[config.mk]
export PLATFORM = sky130hd
export DESIGN_NAME = pfi_core
export DESIGN_NICKNAME = d
export VERILOG_FILES = /design/src/verilog/pfi_pkg.sv /design/src/verilog/pfi_core.sv
export VERILOG_INCLUDE_DIRS = /design/src /design/src/verilog
export SDC_FILE = /design/constraint.sdc
export NUM_CORES = 1
export LEC_CHECK = 0
export BUFFER_PORTS_ARGS = -buffer_cell sky130_fd_sc_hd__buf_4
export CORE_ASPECT_RATIO = 1.25
export CORE_UTILIZATION = 50
export DETAILED_ROUTE_END_ITERATION = 10
export PLACE_DENSITY = 0.79
export SLEW_MARGIN = 30
export SYNTH_ARGS = -nofsm -noshare
export SYNTH_HDL_FRONTEND = slang
export SYNTH_SLANG_ARGS = --single-unit
[constraint.sdc]
create_clock -name clk -period 14.3 [get_ports clk]
set_clock_uncertainty 0.05 [all_clocks]
set_input_delay 2.145 -clock clk [delete_from_list [all_inputs] [get_ports clk]]
set_output_delay 2.145 -clock clk [all_outputs]
set_load 0.01 [all_outputs]
[src/verilog/pfi_defs.svh]
// constants for the program flow and indirect access block
`ifndef PFI_DEFS_SVH
`define PFI_DEFS_SVH
`define PFI_OFF_INTERRUPT_CONTROL 8'h0B
`define PFI_OFF_PC_LOW_BYTE       8'h02
`define PFI_OFF_POINTER_REGISTER  8'h04
`define PFI_OFF_PC_HIGH_LATCH     8'h0A
`define PFI_OFF_INDIRECT_PORT     8'h00
`define PFI_OFF_STACK_CMD         8'h10
`define PFI_OFF_PC_STATUS         8'h11
`define PFI_OFF_EVENT_IN          8'h12
`define PFI_BIT_GIE   7
`define PFI_BIT_EEPROM_DONE_IRQ_ENABLE  6
`define PFI_BIT_TIMER_OVERFLOW_IRQ_ENABLE  5
`define PFI_BIT_INTE  4
`define PFI_BIT_PORT_CHANGE_IRQ_ENABLE  3
`define PFI_BIT_TIMER_OVERFLOW_FLAG  2
`define PFI_BIT_EXT_PIN_IRQ_FLAG  1
`define PFI_BIT_PORT_CHANGE_FLAG  0
`define PFI_INTERRUPT_CONTROL_RESET 8'h00
`define PFI_PC_RESET     13'h0000
`define PFI_IRQ_VECTOR   13'h0004
`define PFI_STACK_DEPTH  8
`define PFI_PC_WIDTH     13
`endif

[src/verilog/pfi_pkg.sv]
// types for the program flow and indirect access block
package pfi_pkg;
    typedef enum logic [2:0] {
        PFI_OP_NONE,
        PFI_OP_CALL,
        PFI_OP_JUMP,
        PFI_OP_RETURN,
        PFI_OP_IRQ_ACK,
        PFI_OP_STEP
    } pfi_op_t;
    typedef struct packed {
        logic       ext_pin;
        logic       timer_ovf;
        logic       eeprom_done;
        logic [3:0] portb_hi;
    } pfi_events_t;
endpackage

[src/verilog/pfi_core.sv]
// program counter, return stack, indirect access and interrupt control registers
`timescale 1ns/10ps
`include "pfi_defs.svh"
module pfi_core
    import pfi_pkg::*;
#(
    parameter int DEPTH = `PFI_STACK_DEPTH
)
(
    // clock and reset
    input  wire logic        clk,
    input  wire logic        reset,
    // avalon-mm slave
    input  wire logic [7:0]  address,
    input  wire logic        read,
    input  wire logic        write,
    input  wire logic [31:0] writedata,
    output logic      [31:0] readdata,
    output logic             waitrequest,
    // execution unit side
    input  wire pfi_op_t     op,
    input  wire logic [10:0] target,
    input  wire pfi_events_t events,
    input  wire logic        indirect_bank_select,
    output logic      [12:0] pc,
    output logic      [8:0]  indirect_address,
    output logic             irq_request
);
    localparam int PW = `PFI_PC_WIDTH;
    localparam int SW = $clog2(DEPTH);

    logic [7:0]    interrupt_control;
    logic [7:0]    pc_high_latch;
    logic [7:0]    pointer_register;
    logic [PW-1:0] stack_mem [DEPTH];
    logic [SW-1:0] stack_ptr;
    logic [3:0]    portb_last;
    logic          ack_pending;

    // bus decode, answer comes one cycle after the request
    wire req        = (read | write) & ~ack_pending;
    wire wr_take    = write & ack_pending;
    wire sel_interrupt_control = address == `PFI_OFF_INTERRUPT_CONTROL;
    wire sel_pcl    = address == `PFI_OFF_PC_LOW_BYTE;
    wire sel_ptr    = address == `PFI_OFF_POINTER_REGISTER;
    wire sel_pch    = address == `PFI_OFF_PC_HIGH_LATCH;
    wire sel_ind    = address == `PFI_OFF_INDIRECT_PORT;
    wire sel_stk    = address == `PFI_OFF_STACK_CMD;
    wire sel_evt    = address == `PFI_OFF_EVENT_IN;
    assign waitrequest = (read | write) & ~ack_pending;

    // indirect redirection: indirect address formed from bank bit and pointer, effective address from the pointer alone
    assign indirect_address = {indirect_bank_select, pointer_register};
    wire ind_self = pointer_register == `PFI_OFF_INDIRECT_PORT;
    wire [7:0] ind_target = ind_self ? 8'hFF : pointer_register;
    wire [7:0] eff_addr   = sel_ind ? ind_target : address;
    // writes to the indirect port with pointer zero become no-ops
    wire eff_wr  = wr_take & ~(sel_ind & ind_self);
    wire w_intc  = eff_wr & (eff_addr == `PFI_OFF_INTERRUPT_CONTROL);
    wire w_pcl   = eff_wr & (eff_addr == `PFI_OFF_PC_LOW_BYTE);
    wire w_ptr   = eff_wr & (eff_addr == `PFI_OFF_POINTER_REGISTER);
    wire w_pch   = eff_wr & (eff_addr == `PFI_OFF_PC_HIGH_LATCH);
    wire w_stk   = wr_take & sel_stk;
    wire w_evt   = wr_take & sel_evt;

    // software may also drive stack operations for testing through a command word
    wire pfi_op_t eff_op = w_stk ? pfi_op_t'(writedata[2:0]) : op;
    wire do_push = (eff_op == PFI_OP_CALL) | (eff_op == PFI_OP_IRQ_ACK);
    wire do_pop  = eff_op == PFI_OP_RETURN;
    wire [SW-1:0] pop_ptr = stack_ptr - SW'(1);

    // software-injected events and pin events share the flag path
    wire ev_ext   = events.ext_pin | (w_evt & writedata[0]);
    wire ev_tmr   = events.timer_ovf | (w_evt & writedata[1]);
    wire ev_port  = (events.portb_hi != portb_last) | (w_evt & writedata[2]);
    wire ev_ee    = events.eeprom_done;

    // next pc: latch bits 7:5 have no place in the 13-bit counter
    logic [PW-1:0] next_pc;
    always_comb
    begin
        next_pc = pc;
        if (w_pcl)
            next_pc = {pc_high_latch[4:0], writedata[7:0]};
        else if (eff_op == PFI_OP_CALL || eff_op == PFI_OP_JUMP)
            next_pc = {pc_high_latch[4:3], target};
        else if (do_pop)
            next_pc = stack_mem[pop_ptr];
        else if (eff_op == PFI_OP_IRQ_ACK)
            next_pc = `PFI_IRQ_VECTOR;
        else if (eff_op == PFI_OP_STEP)
            next_pc = pc + 13'h0001;
    end

    // the stored value for a call is the return address, one past pc
    wire [PW-1:0] push_val = (eff_op == PFI_OP_CALL) ? pc + 13'h0001 : pc;

    // bus handshake
    always_ff @(posedge clk or posedge reset)
    begin
        if (reset)
            ack_pending <= 1'b0;
        else
            ack_pending <= req;
    end

    // program counter
    always_ff @(posedge clk or posedge reset)
    begin
        if (reset)
            pc <= `PFI_PC_RESET;
        else
            pc <= next_pc;
    end

    // circular stack, pointer free running with no wrap status
    always_ff @(posedge clk or posedge reset)
    begin
        if (reset)
            stack_ptr <= '0;
        else if (do_push)
            stack_ptr <= stack_ptr + SW'(1);
        else if (do_pop)
            stack_ptr <= pop_ptr;
    end

    // stack storage, one entry per level
    genvar gi;
    generate
        for (gi = 0; gi < DEPTH; gi++)
        begin : g_stack
            always_ff @(posedge clk or posedge reset)
            begin
                if (reset)
                    stack_mem[gi] <= '0;
                else if (do_push && stack_ptr == SW'(gi))
                    stack_mem[gi] <= push_val;
            end
        end
    endgenerate

    // latch and pointer registers; stack operations never touch the latch
    always_ff @(posedge clk or posedge reset)
    begin
        if (reset)
        begin
            pc_high_latch    <= 8'h00;
            pointer_register <= 8'h00;
        end
        else
        begin
            if (w_pch)
                pc_high_latch <= writedata[7:0];
            if (w_ptr)
                pointer_register <= writedata[7:0];
        end
    end

    // remembered port state for change detection
    always_ff @(posedge clk or posedge reset)
    begin
        if (reset)
            portb_last <= 4'h0;
        else
            portb_last <= events.portb_hi;
    end

    // interrupt control: enables written, flags set win over clear
    logic [7:0] next_interrupt_control;
    always_comb
    begin
        next_interrupt_control = interrupt_control;
        if (w_intc)
            next_interrupt_control = writedata[7:0];
        if (ev_tmr)
            next_interrupt_control[`PFI_BIT_TIMER_OVERFLOW_FLAG] = 1'b1;
        if (ev_ext)
            next_interrupt_control[`PFI_BIT_EXT_PIN_IRQ_FLAG] = 1'b1;
        if (ev_port)
            next_interrupt_control[`PFI_BIT_PORT_CHANGE_FLAG] = 1'b1;
    end

    always_ff @(posedge clk or posedge reset)
    begin
        if (reset)
            interrupt_control <= `PFI_INTERRUPT_CONTROL_RESET;
        else
            interrupt_control <= next_interrupt_control;
    end

    // eeprom done has no flag bit in this block; it raises a request when enabled
    wire any_src = (interrupt_control[`PFI_BIT_EEPROM_DONE_IRQ_ENABLE] & ev_ee)
                 | (interrupt_control[`PFI_BIT_TIMER_OVERFLOW_IRQ_ENABLE] & interrupt_control[`PFI_BIT_TIMER_OVERFLOW_FLAG])
                 | (interrupt_control[`PFI_BIT_INTE] & interrupt_control[`PFI_BIT_EXT_PIN_IRQ_FLAG])
                 | (interrupt_control[`PFI_BIT_PORT_CHANGE_IRQ_ENABLE] & interrupt_control[`PFI_BIT_PORT_CHANGE_FLAG]);
    assign irq_request = interrupt_control[`PFI_BIT_GIE] & any_src;

    // read mux, unmapped addresses read zero
    logic [7:0] next_rd;
    always_comb
    begin
        next_rd = 8'h00;
        if (eff_addr == `PFI_OFF_INTERRUPT_CONTROL)
            next_rd = interrupt_control;
        else if (eff_addr == `PFI_OFF_PC_LOW_BYTE)
            next_rd = pc[7:0];
        else if (eff_addr == `PFI_OFF_POINTER_REGISTER)
            next_rd = pointer_register;
        else if (eff_addr == `PFI_OFF_PC_HIGH_LATCH)
            next_rd = pc_high_latch;
        else if (!sel_ind && eff_addr == `PFI_OFF_PC_STATUS)
            next_rd = {3'h0, pc[12:8]};
    end

    always_ff @(posedge clk or posedge reset)
    begin
        if (reset)
            readdata <= 32'h0000_0000;
        else if (req && read)
            readdata <= {24'h00_0000, next_rd};
    end

    // checks
    a_push_advances: assert property (@(posedge clk) disable iff (reset)
        (do_push && !w_pcl) |=> stack_ptr == $past(stack_ptr) + SW'(1))
        else $error("stack pointer did not advance on push");
    a_pop_restores: assert property (@(posedge clk) disable iff (reset)
        (do_pop && !w_pcl) |=> pc == $past(stack_mem[pop_ptr]))
        else $error("pop did not restore pc");
    a_latch_kept: assert property (@(posedge clk) disable iff (reset)
        ((do_push || do_pop) && !w_pch) |=> $stable(pc_high_latch))
        else $error("latch changed on stack op");
    a_pcl_write: assert property (@(posedge clk) disable iff (reset)
        w_pcl |=> pc == {$past(pc_high_latch[4:0]), $past(writedata[7:0])})
        else $error("pc load from latch wrong");
    a_flag_sets: assert property (@(posedge clk) disable iff (reset)
        ev_ext |=> interrupt_control[`PFI_BIT_EXT_PIN_IRQ_FLAG])
        else $error("external flag not set");
    a_irq_gate: assert property (@(posedge clk) disable iff (reset)
        !interrupt_control[`PFI_BIT_GIE] |-> !irq_request)
        else $error("request without global enable");
    a_ind_zero: assert property (@(posedge clk) disable iff (reset)
        (req && read && sel_ind && ind_self) |=> readdata == 32'h0)
        else $error("indirect self read not zero");
    a_ind_selfwr: assert property (@(posedge clk) disable iff (reset)
        (wr_take && sel_ind && ind_self && !ev_ext && !ev_tmr && !ev_port)
        |=> $stable(interrupt_control) && $stable(pointer_register))
        else $error("indirect self write changed state");

    // interrupt enables and flags; only a register write may drop a flag
    a_eeprom_enable: assert property (@(posedge clk) disable iff (reset)
        (interrupt_control[`PFI_BIT_GIE] && interrupt_control[`PFI_BIT_EEPROM_DONE_IRQ_ENABLE] && ev_ee)
        |-> irq_request)
        else $error("eeprom done request missing");
    a_timer_enable: assert property (@(posedge clk) disable iff (reset)
        (interrupt_control[`PFI_BIT_GIE] && interrupt_control[`PFI_BIT_TIMER_OVERFLOW_IRQ_ENABLE]
        && interrupt_control[`PFI_BIT_TIMER_OVERFLOW_FLAG]) |-> irq_request)
        else $error("timer overflow request missing");
    a_ext_flag_hold: assert property (@(posedge clk) disable iff (reset)
        (interrupt_control[`PFI_BIT_EXT_PIN_IRQ_FLAG] && !w_intc) |=> interrupt_control[`PFI_BIT_EXT_PIN_IRQ_FLAG])
        else $error("external flag dropped without a write");
    a_timer_flag: assert property (@(posedge clk) disable iff (reset)
        ev_tmr |=> interrupt_control[`PFI_BIT_TIMER_OVERFLOW_FLAG])
        else $error("timer flag not set");
    a_port_flag_set: assert property (@(posedge clk) disable iff (reset)
        ev_port |=> interrupt_control[`PFI_BIT_PORT_CHANGE_FLAG])
        else $error("port change flag not set");
    a_port_flag_hold: assert property (@(posedge clk) disable iff (reset)
        (interrupt_control[`PFI_BIT_PORT_CHANGE_FLAG] && !w_intc) |=> interrupt_control[`PFI_BIT_PORT_CHANGE_FLAG])
        else $error("port change flag dropped without a write");
    a_intc_write: assert property (@(posedge clk) disable iff (reset)
        (wr_take && sel_interrupt_control && !ev_ext && !ev_tmr && !ev_port)
        |=> interrupt_control == $past(writedata[7:0]))
        else $error("control register write lost");

    // program counter loads
    a_pcl_direct: assert property (@(posedge clk) disable iff (reset)
        (wr_take && sel_pcl) |=> pc[7:0] == $past(writedata[7:0]))
        else $error("low byte write not taken");
    a_pc_hold: assert property (@(posedge clk) disable iff (reset)
        (eff_op == PFI_OP_NONE && !w_pcl) |=> $stable(pc))
        else $error("pc moved without a cause");
    a_step_adds: assert property (@(posedge clk) disable iff (reset)
        (eff_op == PFI_OP_STEP && !w_pcl) |=> pc == $past(pc) + 13'h0001)
        else $error("step did not advance pc");
    a_latch_write: assert property (@(posedge clk) disable iff (reset)
        (wr_take && sel_pch) |=> pc_high_latch == $past(writedata[7:0]))
        else $error("high latch write not taken");
    a_jump_target: assert property (@(posedge clk) disable iff (reset)
        ((eff_op == PFI_OP_JUMP || eff_op == PFI_OP_CALL) && !w_pcl)
        |=> pc == {$past(pc_high_latch[4:3]), $past(target)})
        else $error("branch target wrong");
    a_ack_vector: assert property (@(posedge clk) disable iff (reset)
        (eff_op == PFI_OP_IRQ_ACK && !w_pcl) |=> pc == `PFI_IRQ_VECTOR)
        else $error("acknowledge did not reach the vector");
    a_latch_only_bus: assert property (@(posedge clk) disable iff (reset)
        !w_pch |=> $stable(pc_high_latch))
        else $error("high latch changed without a write");

    // stack contents and pointer
    a_call_push: assert property (@(posedge clk) disable iff (reset)
        (eff_op == PFI_OP_CALL) |=> stack_mem[$past(stack_ptr)] == $past(pc) + 13'h0001)
        else $error("call stored wrong return address");
    a_ack_push: assert property (@(posedge clk) disable iff (reset)
        (eff_op == PFI_OP_IRQ_ACK) |=> stack_mem[$past(stack_ptr)] == $past(pc))
        else $error("acknowledge stored wrong pc");
    a_ptr_wraps: assert property (@(posedge clk) disable iff (reset)
        (do_push && stack_ptr == SW'(DEPTH - 1)) |=> stack_ptr == '0)
        else $error("stack pointer did not wrap");
    a_pop_retreats: assert property (@(posedge clk) disable iff (reset)
        do_pop |=> stack_ptr == $past(stack_ptr) - SW'(1))
        else $error("stack pointer did not retreat on pop");

    // indirect access
    a_ind_redirect: assert property (@(posedge clk) disable iff (reset)
        (req && read && sel_ind && pointer_register == `PFI_OFF_INTERRUPT_CONTROL)
        |=> readdata[7:0] == $past(interrupt_control))
        else $error("indirect read not redirected");
    a_pointer_load: assert property (@(posedge clk) disable iff (reset)
        (wr_take && sel_ptr) |=> pointer_register == $past(writedata[7:0]))
        else $error("pointer write not taken");
    a_self_wr_pc: assert property (@(posedge clk) disable iff (reset)
        (wr_take && sel_ind && ind_self && eff_op == PFI_OP_NONE) |=> $stable(pc))
        else $error("indirect self write moved pc");
endmodule

==> out/metrics.csv <==
stage,metric,value,unit
synth,ys_top_cells_by_area,"dfrtp_1 46%, mux2_2 17%, mux4_2 6.9%",
timing,rsz0062_at_grt,false,
timing,relSlewSlack,0.342,
layout,fin_cells,990,
floorplan,die-area,0.0175,mm^2
route,avgRoutedWirePerCell,20.5,um
synth,synth_edf_count,0,
synth,ys_seq_area_frac,0.462,
synth,ys_async_sr_fraction,1.00,
route,wirelength,20300,um
route,postRouteAntennaNets,0,
global_route,grt_first_pass_wirelength,32800,um
status,status,finished clean,
synth,synthesis.area,0.00850,mm^2
setup_path,path_cells,buf_4 > or4b_1 > nor3_4 > nor4b_1 > a31oi_2 > nor3_1 > xor2_1 > mux2_2,
synth,synth-seq-cells,157,
clock_tree,cts_sinks,157,
clock_tree,cts-buffers-inserted,17,
layout,fillers,1304,
global_route,overflow,0,
setup_path,critPathRequiredTime,14.61,ns
timing,finalHoldViolations,0,
floorplan,die-height,148,um
layout,fin_nets,835,
setup_path,start_kind,primary input,
timing,setup_viol,0,
placed_design,dp.cells,957,
setup_path,cp.arrival,5.50,ns
route,vias_per_cell,6.09,
placed_design,gp_congestion,0.932,
placed_design,hpwl,13300,um
hold_path,hold_class,flip-flop to flip-flop,
clock_tree,cts_tree,built,
global_route,grt_pass1_vias,6253,
clock_tree,ctsResizeCount,0,
power,power_density,197,mW/mm^2
layout,syn_to_final_growth,13.7,%
timing,tns,0,ns
clock_tree,h-tree-depth,4,
timing,period_minus_slack,5.19,ns
timing,drv_slew,0,
synth,synth_cell_types,60,
global_route,grt_max_degree,98,
layout,fin_util,0.589,
floorplan,num_rows,52,
route,drc,0,
setup_path,crit_path_top_delay_cell,nor3_4,
floorplan,initial_utilization,0.519,
global_route,groute.usage.overall,0.244,
floorplan,dieWidth,119,um
layout,antenna_cells,0,
route,vias,6029,
power,p_leak,4.33,nW
synth,synth_cells,706,
setup_path,crit_type,primary input to flip-flop,
clock_tree,cts.hold.buffers_added,0,
route,first_iter_violations,390,
synth,syn-mean-instance-area,12.0,um^2
setup_path,cp_max_fo,17,
clock_tree,cts_setup_buffers,0,
power,ir_worst_vdd,116,uV
clock_tree,max-clock-path-buffers,2,
synth,synth_warnings,0,
layout,drive_gt1_frac,0.368,
global_route,antenna_found_initial,0,
route,first_pass_iters,5,
clock_tree,clk_latency,0.43,ns
setup_path,cp_slowest_stage_delay,0.75,ns
run,max_cap_violations,0,
timing,period_share,0.363,
floorplan,boundaryPins,122,
synth,synth_top_flop_cell,dfrtp_1,
clock_tree,clk_pin_slew,0.07,ns
floorplan,fp.coreArea,0.0164,mm^2
setup_path,end_kind,flip-flop,
synth,yosysTopAreaCellShare,0.462,
timing,tightest_slew,0.982,ns
synth,yosys.area.top_type,dfrtp_1,
placed_design,io_buffers,71,
clock_tree,cts-root-buf,clkbuf_16,
timing,fmax,0.193,GHz
[state kept, by name, summed over array words and instances (netlist names)]
name / count
stack_mem: 104
pointer_register: 8
pc_high_latch: 8
stack_ptr: 3
pc: 13
readdata: 8
interrupt_control: 8
ack_pending: 1
portb_last: 4
[synthesized netlist by cell type (all sizes together) (3+ instances only)]
library cell and instances:
a21oi 43, inv 10, nand4 3, nor2b 4
nand3 12, clkbuf 20, a31oi 7, o21ai 24
or4 3, xor2 12, nand2 25, mux4 26
nor2 45, mux2i 23, and2 5, nor3 11
nand2b 3, o22ai 14, mux2 130, or2 4
o211ai 3, buf 45, a22o 10, and3 5
xnor2 18, a32oi 3, a221oi 3, ha 8
a22oi 7, a211o 3, dfrtp 157
[worst max-delay path: cells and delay by family]
kind | cells | cell delay, ns
buffers and inverters | 1 | 0.11
AOI/OAI and AO/OA | 1 | 0.69
and+or+nand+nor | 4 | 1.69
xor gates and xnor gates | 1 | 0.56
muxes | 1 | 0.30
[routing by layer]
metal | up-vias | GRT usage | wire length (um)
li1 | 2656 | - | -
met1 | 3010 | 0.278 | 7840
met2 | 288 | 0.424 | 10500
met3 | 75 | 0.0490 | 1120
met4 | 0 | 0.142 | 886
met5 | - | 0 | 0
[cell families after synthesis]
| group | share of synthesized area |
|---|---|
| mux | 0.268 |
| flops | 0.462 |
| compound gates | 0.0965 |
| simple gates | 0.0776 |
| buf+inv | 0.0517 |
| xor+xnor | 0.0318 |
| fa+ha+maj | 0.0118 |
| other cells | 0.000441 |
[cell usage in the layout, fill, tap and decap left out, drive strengths merged, types with 4 or more instances in the layout]
cell type	instances
a21oi	43
a22o	10
a22oi	7
a31oi	7
and2	5
and3	5
buf	78
clkbuf	18
clkinv	6
conb	24
dfrtp	157
ha	8
inv	16
mux2	130
mux2i	23
mux4	26
nand2	25
nand3	12
nor2	45
nor2b	4
nor3	11
o21ai	24
o22ai	14
or2	4
xnor2	18
xor2	12
[stage by stage]
stage	total power [W]	setup WS, ns	instance area (um^2)	hold WS (ns)
final	0.00191	9.11	9660	0.452
after global routing	0.00200	8.93	9660	0.469
after CTS	0.00191	9.16	9640	0.442
after detailed placement	0.00144	8.73	9060	0.425
after global placement	0.00141	8.82	9050	0.412
after floorplan	0.00125	7.87	8590	0.403
[power by group]
part | total [W] | internal [W] | switching [W]
Combinational | 0.000731 | 0.000393 | 0.000338
Clock | 0.000449 | 0.000247 | 0.000202
Sequential | 0.000726 | 0.000604 | 0.000122
[area by class of cell]
cell class | instances | area (um^2) | area share
repair buffers | 78 | 606 | 0.0627
clock inverters | 14 | 151 | 0.0157
well taps | 216 | 270 | 0.0280
multi-input cells | 497 | 4240 | 0.438
inverters | 10 | 42.5 | 0.00440
flip-flops and latches | 157 | 3930 | 0.407
clock buffers | 18 | 429 | 0.0444
[final timing paths]
check / start / end / slack (ns) / cells after the start
min in group asynchronous: reset / pointer_register[2]$_DFFE_PP0P_ / 1.68 / 2
max reg2reg: stack_ptr[0]$_DFFE_PP0P_ / pc[3]$_DFFE_PP0P_ / 10.56 / 10
max: address[5] / stack_mem[19]$_DFFE_PP0P_ / 9.11 / 8
min reg2reg: ack_pending$_DFF_PP0_ / ack_pending$_DFF_PP0_ / 0.45 / 1
max in group asynchronous: reset / stack_mem[60]$_DFFE_PP0P_ / 11.10 / 4
min: ack_pending$_DFF_PP0_ / ack_pending$_DFF_PP0_ / 0.45 / 1
Power figures use the tool's default switching activity.
